## config.mk

```make
export PLATFORM = sky130hd
export DESIGN_NAME = can_extended_id_buffer_map
export DESIGN_NICKNAME = d
export VERILOG_FILES = /design/src/can_idbuf_pkg.sv /design/src/can_extended_id_buffer_map.sv /design/src/id_byte_codec.sv /design/src/id_arb_shifter.sv
export VERILOG_INCLUDE_DIRS = /design/src /design/src/src
export SDC_FILE = /design/constraint.sdc
export NUM_CORES = 1
export LEC_CHECK = 0
export ABC_AREA = 1
export BUFFER_PORTS_ARGS = -buffer_cell sky130_fd_sc_hd__buf_4
export CAP_MARGIN = 0
export CORE_MARGIN = 8
export CORE_UTILIZATION = 50
export DETAILED_ROUTE_END_ITERATION = 7
export PLACE_DENSITY = 0.74
export SYNTH_ARGS = -nofsm -noshare
export SYNTH_HDL_FRONTEND = slang
export SYNTH_SLANG_ARGS = --single-unit
```

## constraint.sdc

```tcl
create_clock -name clk -period 2.6 [get_ports clk]
set_input_delay 0.39 -clock clk [delete_from_list [all_inputs] [get_ports clk]]
set_output_delay 0.39 -clock clk [all_outputs]
set_load 0.005 [all_outputs]
```

## src/can_idbuf_consts.svh

```systemverilog
`ifndef CAN_IDBUF_CONSTS_SVH
`define CAN_IDBUF_CONSTS_SVH

// ==========================================================
// register indices (byte address = 4 * index)
`define IDX_ID_BYTE0 3'h0
`define IDX_ID_BYTE1 3'h1
`define IDX_ID_BYTE2 3'h2
`define IDX_ID_BYTE3 3'h3
`define IDX_TX_SEL 3'h4
`define IDX_STATUS 3'h5
`define IDX_TX_CTRL 3'h6

// ==========================================================
// field positions
`define SEL_TX_BIT 0
`define STAT_TXE_BIT 0
`define STAT_RXF_BIT 1
`define CTRL_REQ_BIT 0
`define CTRL_BUSY_BIT 1
`define B1_SRR_BIT 4
`define B1_IDE_BIT 3
`define B3_RTR_BIT 0

// ==========================================================
// arbitration field lengths in bits
`define EXT_ARB_BITS 6'h20
`define STD_ARB_BITS 6'h0d

// ==========================================================
// reset values
`define TXE_RESET 1'b1
`define RXF_RESET 1'b0
`define SEL_RESET 1'b0
`define RECESSIVE 1'b1

`endif

```

## src/can_idbuf_pkg.sv

```systemverilog
package can_idbuf_pkg;

  // decoded identifier and frame-control bits
  typedef struct packed {
    logic [28:0] id;
    logic srr;
    logic ide;
    logic rtr;
  } id_frame_t;

  // the four identifier bytes, index 0 is the first byte
  typedef logic [3:0][7:0] id_bytes_t;

  typedef enum logic [1:0] {
    SER_IDLE = 2'b00,
    SER_SEND = 2'b01
  } ser_state_t;

endpackage

```

## src/can_extended_id_buffer_map.sv

```systemverilog
// Functional notes
// 29-bit id, bit 28 sent first; standard frames here send id bit 10 first
// smaller identifier value wins arbitration
// byte1 bits 7-5 id20-18, 2-0 id17-15
// byte2 id14-7, byte3 bits 7-1 id6-0
// software writes substitute remote bit as one
// received substitute remote bit stored at byte1.4
// byte1 bit 3 selects standard/extended format
// byte3 bit 0 is remote request flag
// byte0 holds id28-21, bit 28 at 7
// tx buffer access only when empty, selected
// rx buffer readable when full, never writable
// identifier bytes have no reset value
`timescale 1ns/10ps
`default_nettype none

module can_extended_id_buffer_map (
  input wire logic clk,
  input wire logic rst_n,
  input wire logic [4:0] avs_address,
  input wire logic avs_read,
  input wire logic avs_write,
  input wire logic [31:0] avs_writedata,
  output logic [31:0] avs_readdata,
  output logic avs_waitrequest,
  input wire logic rx_store,
  input wire can_idbuf_pkg::id_frame_t rx_frame,
  input wire logic bit_tick,
  input wire logic can_rx,
  output logic can_tx,
  output logic tx_done,
  output logic arb_lost
);
`include "can_idbuf_consts.svh"

  // ==========================================================
  // state
  logic [7:0] tx_mem [0:3];
  logic [7:0] rx_mem [0:3];
  logic [7:0] next_tx_mem [0:3];
  logic [7:0] next_rx_mem [0:3];
  logic tx_sel, next_tx_sel;
  logic tx_empty, next_tx_empty;
  logic rx_full, next_rx_full;
  logic [31:0] next_readdata;
  logic next_waitrequest;
  logic rx_meta, rx_sync;
  logic [2:0] idx;
  logic wr_go, rd_go, tx_open, rx_open, ser_start, ser_busy;
  can_idbuf_pkg::id_bytes_t tx_bytes, rx_bytes;
  can_idbuf_pkg::id_frame_t tx_frame;

  function automatic logic is_id_byte(input logic [2:0] i);
    is_id_byte = (i <= `IDX_ID_BYTE3);
  endfunction

  assign idx = avs_address[4:2];
  // a write completes on the edge where waitrequest is low; read data is registered one edge earlier
  assign wr_go = avs_write && !avs_waitrequest;
  assign rd_go = avs_read && avs_waitrequest;
  assign tx_open = tx_sel && tx_empty;
  assign rx_open = !tx_sel && rx_full;
  // done pulse cycle: shifter idle but empty not yet set, so no reload
  assign ser_start = !tx_empty && !ser_busy && !tx_done;

  // ==========================================================
  // bus pin synchroniser
  always_ff @(posedge clk) begin
    if (!rst_n) begin
      rx_meta <= `RECESSIVE;
      rx_sync <= `RECESSIVE;
    end else begin
      rx_meta <= can_rx;
      rx_sync <= rx_meta;
    end
  end

  // ==========================================================
  // byte codec and arbitration shifter
  generate
    for (genvar g = 0; g < 4; g++) begin : g_bytes
      assign tx_bytes[g] = tx_mem[g];
    end
  endgenerate

  id_byte_codec codec_tx (
    .bytes_in(tx_bytes),
    .frame_in(rx_frame),
    .bytes_out(rx_bytes),
    .frame_out(tx_frame)
  );

  id_arb_shifter shifter (
    .clk(clk),
    .rst_n(rst_n),
    .start(ser_start),
    .frame(tx_frame),
    .bit_tick(bit_tick),
    .bus_bit(rx_sync),
    .tx_bit(can_tx),
    .busy(ser_busy),
    .done(tx_done),
    .lost(arb_lost)
  );

  // ==========================================================
  // slave handshake: one wait cycle, then one cycle low
  always_comb begin
    next_waitrequest = 1'b1;
    next_readdata = avs_readdata;
    if ((avs_read || avs_write) && avs_waitrequest) begin
      next_waitrequest = 1'b0;
    end
    if (rd_go) begin
      next_readdata = 32'h0000_0000;
      if (is_id_byte(idx)) begin
        // locked buffer reads as zero rather than stale bytes
        if (tx_open) begin
          next_readdata = {24'h00_0000, tx_mem[idx[1:0]]};
        end else if (rx_open) begin
          next_readdata = {24'h00_0000, rx_mem[idx[1:0]]};
        end
      end else if (idx == `IDX_TX_SEL) begin
        next_readdata[`SEL_TX_BIT] = tx_sel;
      end else if (idx == `IDX_STATUS) begin
        next_readdata[`STAT_TXE_BIT] = tx_empty;
        next_readdata[`STAT_RXF_BIT] = rx_full;
      end else if (idx == `IDX_TX_CTRL) begin
        next_readdata[`CTRL_BUSY_BIT] = ser_busy;
      end
    end
  end

  always_ff @(posedge clk) begin
    if (!rst_n) begin
      avs_waitrequest <= 1'b1;
      avs_readdata <= 32'h0000_0000;
    end else begin
      avs_waitrequest <= next_waitrequest;
      avs_readdata <= next_readdata;
    end
  end

  // ==========================================================
  // control and flags
  always_comb begin
    next_tx_sel = tx_sel;
    next_tx_empty = tx_empty;
    next_rx_full = rx_full;
    if (wr_go && idx == `IDX_TX_SEL) begin
      next_tx_sel = avs_writedata[`SEL_TX_BIT];
    end
    if (wr_go && idx == `IDX_TX_CTRL && avs_writedata[`CTRL_REQ_BIT]) begin
      next_tx_empty = 1'b0;
    end
    if (tx_done) begin
      next_tx_empty = 1'b1;
    end
    if (wr_go && idx == `IDX_STATUS && avs_writedata[`STAT_RXF_BIT]) begin
      next_rx_full = 1'b0;
    end
    // a clear beats a new frame in the same cycle: full is still set, so the frame is dropped
    if (rx_store && !rx_full) begin
      next_rx_full = 1'b1;
    end
  end

  always_ff @(posedge clk) begin
    if (!rst_n) begin
      tx_sel <= `SEL_RESET;
      tx_empty <= `TXE_RESET;
      rx_full <= `RXF_RESET;
    end else begin
      tx_sel <= next_tx_sel;
      tx_empty <= next_tx_empty;
      rx_full <= next_rx_full;
    end
  end

  // ==========================================================
  // identifier buffers, ram-like, no reset
  always_comb begin
    for (int i = 0; i < 4; i++) begin
      next_tx_mem[i] = tx_mem[i];
      next_rx_mem[i] = rx_mem[i];
    end
    if (wr_go && is_id_byte(idx) && tx_open) begin
      // srr is kept as written; software must set it
      next_tx_mem[idx[1:0]] = avs_writedata[7:0];
    end
    // full buffer is not overwritten: the new frame is dropped
    if (rx_store && !rx_full) begin
      for (int i = 0; i < 4; i++) begin
        next_rx_mem[i] = rx_bytes[i];
      end
    end
  end

  always_ff @(posedge clk) begin
    for (int i = 0; i < 4; i++) begin
      tx_mem[i] <= next_tx_mem[i];
      rx_mem[i] <= next_rx_mem[i];
    end
  end

  // ==========================================================
  // checks
  a_wait_one: assert property (@(posedge clk) disable iff (!rst_n)
    ((avs_read || avs_write) && avs_waitrequest) |=> !avs_waitrequest)
    else $error("request not answered after one wait cycle");
  a_ack_single: assert property (@(posedge clk) disable iff (!rst_n)
    !avs_waitrequest |=> avs_waitrequest)
    else $error("waitrequest low for more than one cycle");
  a_rx_srr: assert property (@(posedge clk) disable iff (!rst_n)
    (rx_store && !rx_full) |=> (rx_mem[1][4] == $past(rx_frame.srr)))
    else $error("received srr not stored at byte1 bit 4");
  a_rx_ide: assert property (@(posedge clk) disable iff (!rst_n)
    (rx_store && !rx_full) |=> (rx_mem[1][3] == $past(rx_frame.ide)))
    else $error("received format flag not at byte1 bit 3");
  a_rx_rtr: assert property (@(posedge clk) disable iff (!rst_n)
    (rx_store && !rx_full) |=> (rx_mem[3][0] == $past(rx_frame.rtr)))
    else $error("received rtr not at byte3 bit 0");
  a_rx_high_id: assert property (@(posedge clk) disable iff (!rst_n)
    (rx_store && !rx_full) |=>
      (rx_mem[0] == $past(rx_frame.id[28:21])) &&
      (rx_mem[1][7:5] == $past(rx_frame.id[20:18])))
    else $error("id bits 28-18 misplaced");
  a_rx_low_id: assert property (@(posedge clk) disable iff (!rst_n)
    (rx_store && !rx_full) |=>
      (rx_mem[2] == $past(rx_frame.id[14:7])) &&
      (rx_mem[3][7:1] == $past(rx_frame.id[6:0])) &&
      (rx_mem[1][2:0] == $past(rx_frame.id[17:15])))
    else $error("id bits 17-0 misplaced");
  a_tx_locked: assert property (@(posedge clk) disable iff (!rst_n)
    (wr_go && is_id_byte(idx) && !tx_open) |=>
      (tx_mem[$past(idx[1:0])] == $past(tx_mem[idx[1:0]])))
    else $error("locked transmit buffer was written");
  a_rx_set_wins: assert property (@(posedge clk) disable iff (!rst_n)
    (rx_store && !rx_full) |=> rx_full)
    else $error("receive-full flag lost on store");
  a_tx_empty_done: assert property (@(posedge clk) disable iff (!rst_n)
    tx_done |=> tx_empty)
    else $error("empty flag not set after arbitration field");

endmodule
`default_nettype wire

```

## src/id_byte_codec.sv

```systemverilog
`timescale 1ns/10ps
`default_nettype none

module id_byte_codec (
  input wire can_idbuf_pkg::id_bytes_t bytes_in,
  input wire can_idbuf_pkg::id_frame_t frame_in,
  output can_idbuf_pkg::id_bytes_t bytes_out,
  output can_idbuf_pkg::id_frame_t frame_out
);
`include "can_idbuf_consts.svh"

  // ==========================================================
  // bytes to fields
  always_comb begin
    frame_out.id = {bytes_in[0], bytes_in[1][7:5], bytes_in[1][2:0],
                    bytes_in[2], bytes_in[3][7:1]};
    frame_out.srr = bytes_in[1][`B1_SRR_BIT];
    frame_out.ide = bytes_in[1][`B1_IDE_BIT];
    frame_out.rtr = bytes_in[3][`B3_RTR_BIT];
  end

  // ==========================================================
  // fields to bytes
  always_comb begin
    bytes_out[0] = frame_in.id[28:21];
    bytes_out[1] = {frame_in.id[20:18], frame_in.srr, frame_in.ide,
                    frame_in.id[17:15]};
    bytes_out[2] = frame_in.id[14:7];
    bytes_out[3] = {frame_in.id[6:0], frame_in.rtr};
  end

endmodule
`default_nettype wire

```

## src/id_arb_shifter.sv

```systemverilog
`timescale 1ns/10ps
`default_nettype none

module id_arb_shifter (
  input wire logic clk,
  input wire logic rst_n,
  input wire logic start,
  input wire can_idbuf_pkg::id_frame_t frame,
  input wire logic bit_tick,
  input wire logic bus_bit,
  output logic tx_bit,
  output logic busy,
  output logic done,
  output logic lost
);
`include "can_idbuf_consts.svh"

  can_idbuf_pkg::ser_state_t state, next_state;
  logic [31:0] shift, next_shift, load_vec;
  logic [5:0] count, next_count;
  logic next_tx_bit, next_done, next_lost;

  assign busy = (state != can_idbuf_pkg::SER_IDLE);

  // ==========================================================
  // arbitration field, most significant identifier bit first
  always_comb begin
    if (frame.ide) begin
      load_vec = {frame.id[28:18], frame.srr, frame.ide,
                  frame.id[17:0], frame.rtr};
    end else begin
      load_vec = {frame.id[10:0], frame.rtr, frame.ide, 19'h0_0000};
    end
  end

  always_comb begin
    next_state = state;
    next_shift = shift;
    next_count = count;
    next_tx_bit = tx_bit;
    next_done = 1'b0;
    next_lost = 1'b0;
    case (state)
      can_idbuf_pkg::SER_IDLE: begin
        next_tx_bit = `RECESSIVE;
        if (start) begin
          next_tx_bit = load_vec[31];
          next_shift = {load_vec[30:0], 1'b0};
          next_count = frame.ide ? `EXT_ARB_BITS : `STD_ARB_BITS;
          next_state = can_idbuf_pkg::SER_SEND;
        end
      end
      can_idbuf_pkg::SER_SEND: begin
        if (bit_tick) begin
          // recessive sent, dominant seen: a smaller id wins
          if (tx_bit && !bus_bit) begin
            next_lost = 1'b1;
            next_tx_bit = `RECESSIVE;
            next_state = can_idbuf_pkg::SER_IDLE;
          end else if (count == 6'h01) begin
            next_done = 1'b1;
            next_tx_bit = `RECESSIVE;
            next_state = can_idbuf_pkg::SER_IDLE;
          end else begin
            next_tx_bit = shift[31];
            next_shift = {shift[30:0], 1'b0};
            next_count = count - 6'h01;
          end
        end
      end
      default: begin
        next_state = can_idbuf_pkg::SER_IDLE;
      end
    endcase
  end

  always_ff @(posedge clk) begin
    if (!rst_n) begin
      state <= can_idbuf_pkg::SER_IDLE;
      shift <= 32'h0000_0000;
      count <= 6'h00;
      tx_bit <= `RECESSIVE;
      done <= 1'b0;
      lost <= 1'b0;
    end else begin
      state <= next_state;
      shift <= next_shift;
      count <= next_count;
      tx_bit <= next_tx_bit;
      done <= next_done;
      lost <= next_lost;
    end
  end

  // ==========================================================
  // checks
  a_msb_first: assert property (@(posedge clk) disable iff (!rst_n)
    (start && !busy && frame.ide) |=> (tx_bit == $past(frame.id[28])))
    else $error("first arbitration bit is not id bit 28");
  a_lost_cause: assert property (@(posedge clk) disable iff (!rst_n)
    lost |-> $past(bit_tick && tx_bit && !bus_bit && busy))
    else $error("arbitration lost without dominant overwrite");
  a_ext_length: assert property (@(posedge clk) disable iff (!rst_n)
    (start && !busy && frame.ide) |=> (count == 6'h20))
    else $error("extended arbitration length is not 32 bits");

endmodule
`default_nettype wire

```

==> summary.md <==
| Metric | Value |
|---|---|
| Storage cell area | slightly above 0.003 mm2 |
| Post-CTS Resized | 0 |
| First-pass GRT wire length | just over 20000 um |
| Layout area overhead | 19.2% |
| CTS tree | yes |
| CP dominant cell by count | nand2_1 |
| Crit. Startpoint | shifter.state[0] |
| Clk sink count | roughly 120 |
| Average cell area after synthesis | 8.74 um2 |
| Hold Startpoint | rx_frame[20] |
| Pin count of the biggest net entering global routing | 52 |
| Layout Nets | ~750 |
| GPL Wtd Cong | 0.904 |
| Critical path's largest stage delay | slightly below 0.6 ns |
| Final setup fails | 0 |
| Worst Path Max Fanout | 14 |
| Cells after synthesis | 610 |
| Vias in the first global route | roughly 4.3k |
| Outcome | finished, final reports clean |
| WL/cell | roughly 15 um |
| Max stage delay cell, worst path | dfxtp_1 |
| Leakage | between 2 and 3 nW |
| HP Class | primary input to register |
| Initial Util | 0.516 |
| Fmax | around 550 MHz |
| Critical R2R Capture | shifter.shift[1] |
| Reg2reg start | shifter.state[0] |
| Commonest cells post-synth | 142 x nand2_1, 64 x edfxtp_1, 58 x inv_1 |
| DR DRC count | 0 |
| Ys async rst share | 0 |
| Slew Limit Headroom | 0.621 |
| Antenna diode count | 0 |
| WL final | 12400 um |
| Filler cells | 872 |
| Crit-path leading delay family | flip-flops |
| Worst-case clock buffer depth | 2 |
| Mapped Area | around 0.0053 mm2 |
| Initial antenna violation count | 0 |
| Worst vdd ir | 0.462 mV |
| Die Wd | approximately 120 um |
| Starting DRT DRC Count | about 410 |
| CP cell instances | nand2_1 -> nand2_1 -> nand3_2 -> inv_1 -> nand3_1 -> a21oi_1 |
| Tmin final | ~1.8 ns |
| Layout cell share with drive strength beyond 1 | 0.170 |
| Critical Path Stages | 6 |
| PortBufs | 61 |
| Post-synth EDFFs | 64 |
| Overflow after GRT | 0 |
| Final setup TNS | 0 ns |
| DR pass1 iterations | 5 |
| Count leader, synth | nand2_1 |
| Root Buffer Master | clkbuf_8 |
| Routed Antenna Nets | 0 |
| CP required | between 3 and 4 ns |
| Pwr Density | between 600 and 700 mW/mm2 |
| Final Cycle Share | 0.699 |
| Fin. max-slew vios | 0 |
| Warnings from Yosys | 0 |
| Total Power | around 4.4 mW |
| Synth top area share | 0.360 |
| Reg2reg path depth | 6 |
| Startpoint types | register |
| IO Count | between 100 and 150 |
| Worst hold endpoint | rx_mem[1][2] |
| Hold Path Depth | 1 |
| Vias | approximately 4.3k |
| Max-cap check violation count | 0 |
| Endpoint type of the worst setup path | register |
| Hold Fails Final Rpt | 0 |
| CTS buffer count | 17 |
| RSZ-0062 raised after global routing | false |
| Post-cts hold buffer count | 0 |
| Clk slew on worst S/H paths | 0.06 ns |
| Synth top area cells | edfxtp_1 36%, dfxtp_1 21%, nand2_1 10% |
| Clk Latency, worst-skew pair | 0.52 ns |
| Die height | about 120 um |
| Worst slew pin tran | between 0.5 and 0.6 ns |
| Register area share after synthesis | 0.567 |
| FP Rows | 37 |
| Cell variety after synth | 31 |
| Number of post-CTS setup repair buffers | 0 |
| Post-synth top area cell | edfxtp_1 |
| Flop2flop setup slack | about 0.78 ns |
| Skew final | 0.00728 ns |
| Gr usage total | 0.177 |
| Main synth FF type | edfxtp_1 |
| Die area | about 0.014 mm2 |
| Core outline area | roughly 0.010 mm2 |
| Post-DP HPWL | just under 9000 um |
| Synthesis-stage register bit count | around 120 |
| Area of the multi-input gates | about 0.0018 mm2 |
| Critical path type | register to register |
| Worst Path Arrival | about 2.3 ns |
| H-tree levels | 4 |
| Via/cell ratio | 5.31 |
| CP bufs+invs | 1 |
worst max path at each step:
stage	endpoint	slack (ns)
6_report	shifter.shift[1]	0.78
5_1_grt	shifter.shift[1]	0.64
4_1_cts	shifter.shift[1]	0.82
3_5_place_dp	tx_mem[2][5]	0.60
3_3_place_gp	tx_mem[2][3]	0.65
2_1_floorplan	rx_mem[0][0]	0.40
worst reg2reg max path: cells and delay by family (launching register included):
family | cells | cell delay, ns
flip-flops | 1 | 0.58
AND/OR/NAND/NOR | 4 | 0.59
buffers and inverters | 1 | 0.42
AO/OA/AOI/OAI | 1 | 0.15
sequential cells by signal, summed over array words and instances, names as in the netlist, 6 cells and up:
| signal | flops |
|---|---|
| shifter.count | 6 |
| tx_mem | 32 |
| rx_mem | 32 |
| avs_readdata | 8 |
| shifter.shift | 31 |
per-layer routing:
metal / share of wire / wire [um] / global-route usage / vias up
met4: 0.025 / 313 / 0.0798 / 0
li1: - / - / - / 2108
met2: 0.47 / 5880 / 0.289 / 222
met3: 0.088 / 1090 / 0.0609 / 31
met1: 0.41 / 5120 / 0.207 / 1985
met5: 0 / 0 / 0 / -
cells by family (layout without fill, tap and decap cells):
family / Yosys count / after routing / share of synthesized area
adders and majority gates: 2 / 2 / 0.00469
DFF: 119 / 119 / 0.567
and+or+nand+nor: 249 / 249 / 0.195
other: 1 / 24 / 0.000703
buffers and inverters: 116 / 166 / 0.107
AOI/OAI and AO/OA: 121 / 121 / 0.123
xor gates and xnor gates: 2 / 2 / 0.00329
stage by stage:
stage / std cells / utilization / hold slack, ns / setup slack [ns] / cell area [um2]
2_1_floorplan: 633 / - / 0.393 / 0.399 / 5420
3_3_place_gp: 787 / 0.563 / 0.401 / 0.653 / 5810
3_5_place_dp: 787 / 0.563 / 0.402 / 0.600 / 5810
4_1_cts: 819 / 0.615 / 0.0195 / 0.825 / 6350
5_1_grt: 819 / 0.615 / 0.0162 / 0.636 / 6350
6_report: 819 / 0.615 / 0.0411 / 0.784 / 6350
cell usage in the layout (no fill, tap or decap), types with 2 or more instances in the layout:
| cell | n |
|---|---|
| inv_2 | 3 |
| o221ai_1 | 4 |
| nand4_1 | 12 |
| clkinvlp_4 | 4 |
| o22ai_1 | 7 |
| nand3_2 | 2 |
| inv_1 | 58 |
| or2_2 | 2 |
| o21ai_0 | 50 |
| edfxtp_1 | 64 |
| dfxtp_1 | 55 |
| o21ai_1 | 5 |
| xor2_1 | 2 |
| nor2_1 | 49 |
| clkbuf_16 | 16 |
| nor3_1 | 2 |
| nand2_2 | 2 |
| inv_6 | 9 |
| nor2_2 | 3 |
| o211ai_1 | 4 |
| conb_1 | 24 |
| inv_8 | 2 |
| buf_4 | 70 |
| a22oi_1 | 5 |
| ha_1 | 2 |
| a21oi_1 | 45 |
| nand2_1 | 142 |
| nand3_1 | 34 |
area by class of cell:
cell class                      instances  share of cell area
Clock buffer                           17              0.0652
Clock inverter                         15              0.0207
Inverter                               63              0.0380
Multi-Input combinational cell        398               0.288
Sequential cell                       119               0.476
Tap cell                              136              0.0268
Timing Repair Buffer                   71              0.0859
power by group:
group	switching (mW)	internal (mW)
clock network	0.923	1.21
registers	0.0166	2.03
logic	0.155	0.101
total	1.09	3.34
No activity file was read; power rests on OpenSTA's default activity.
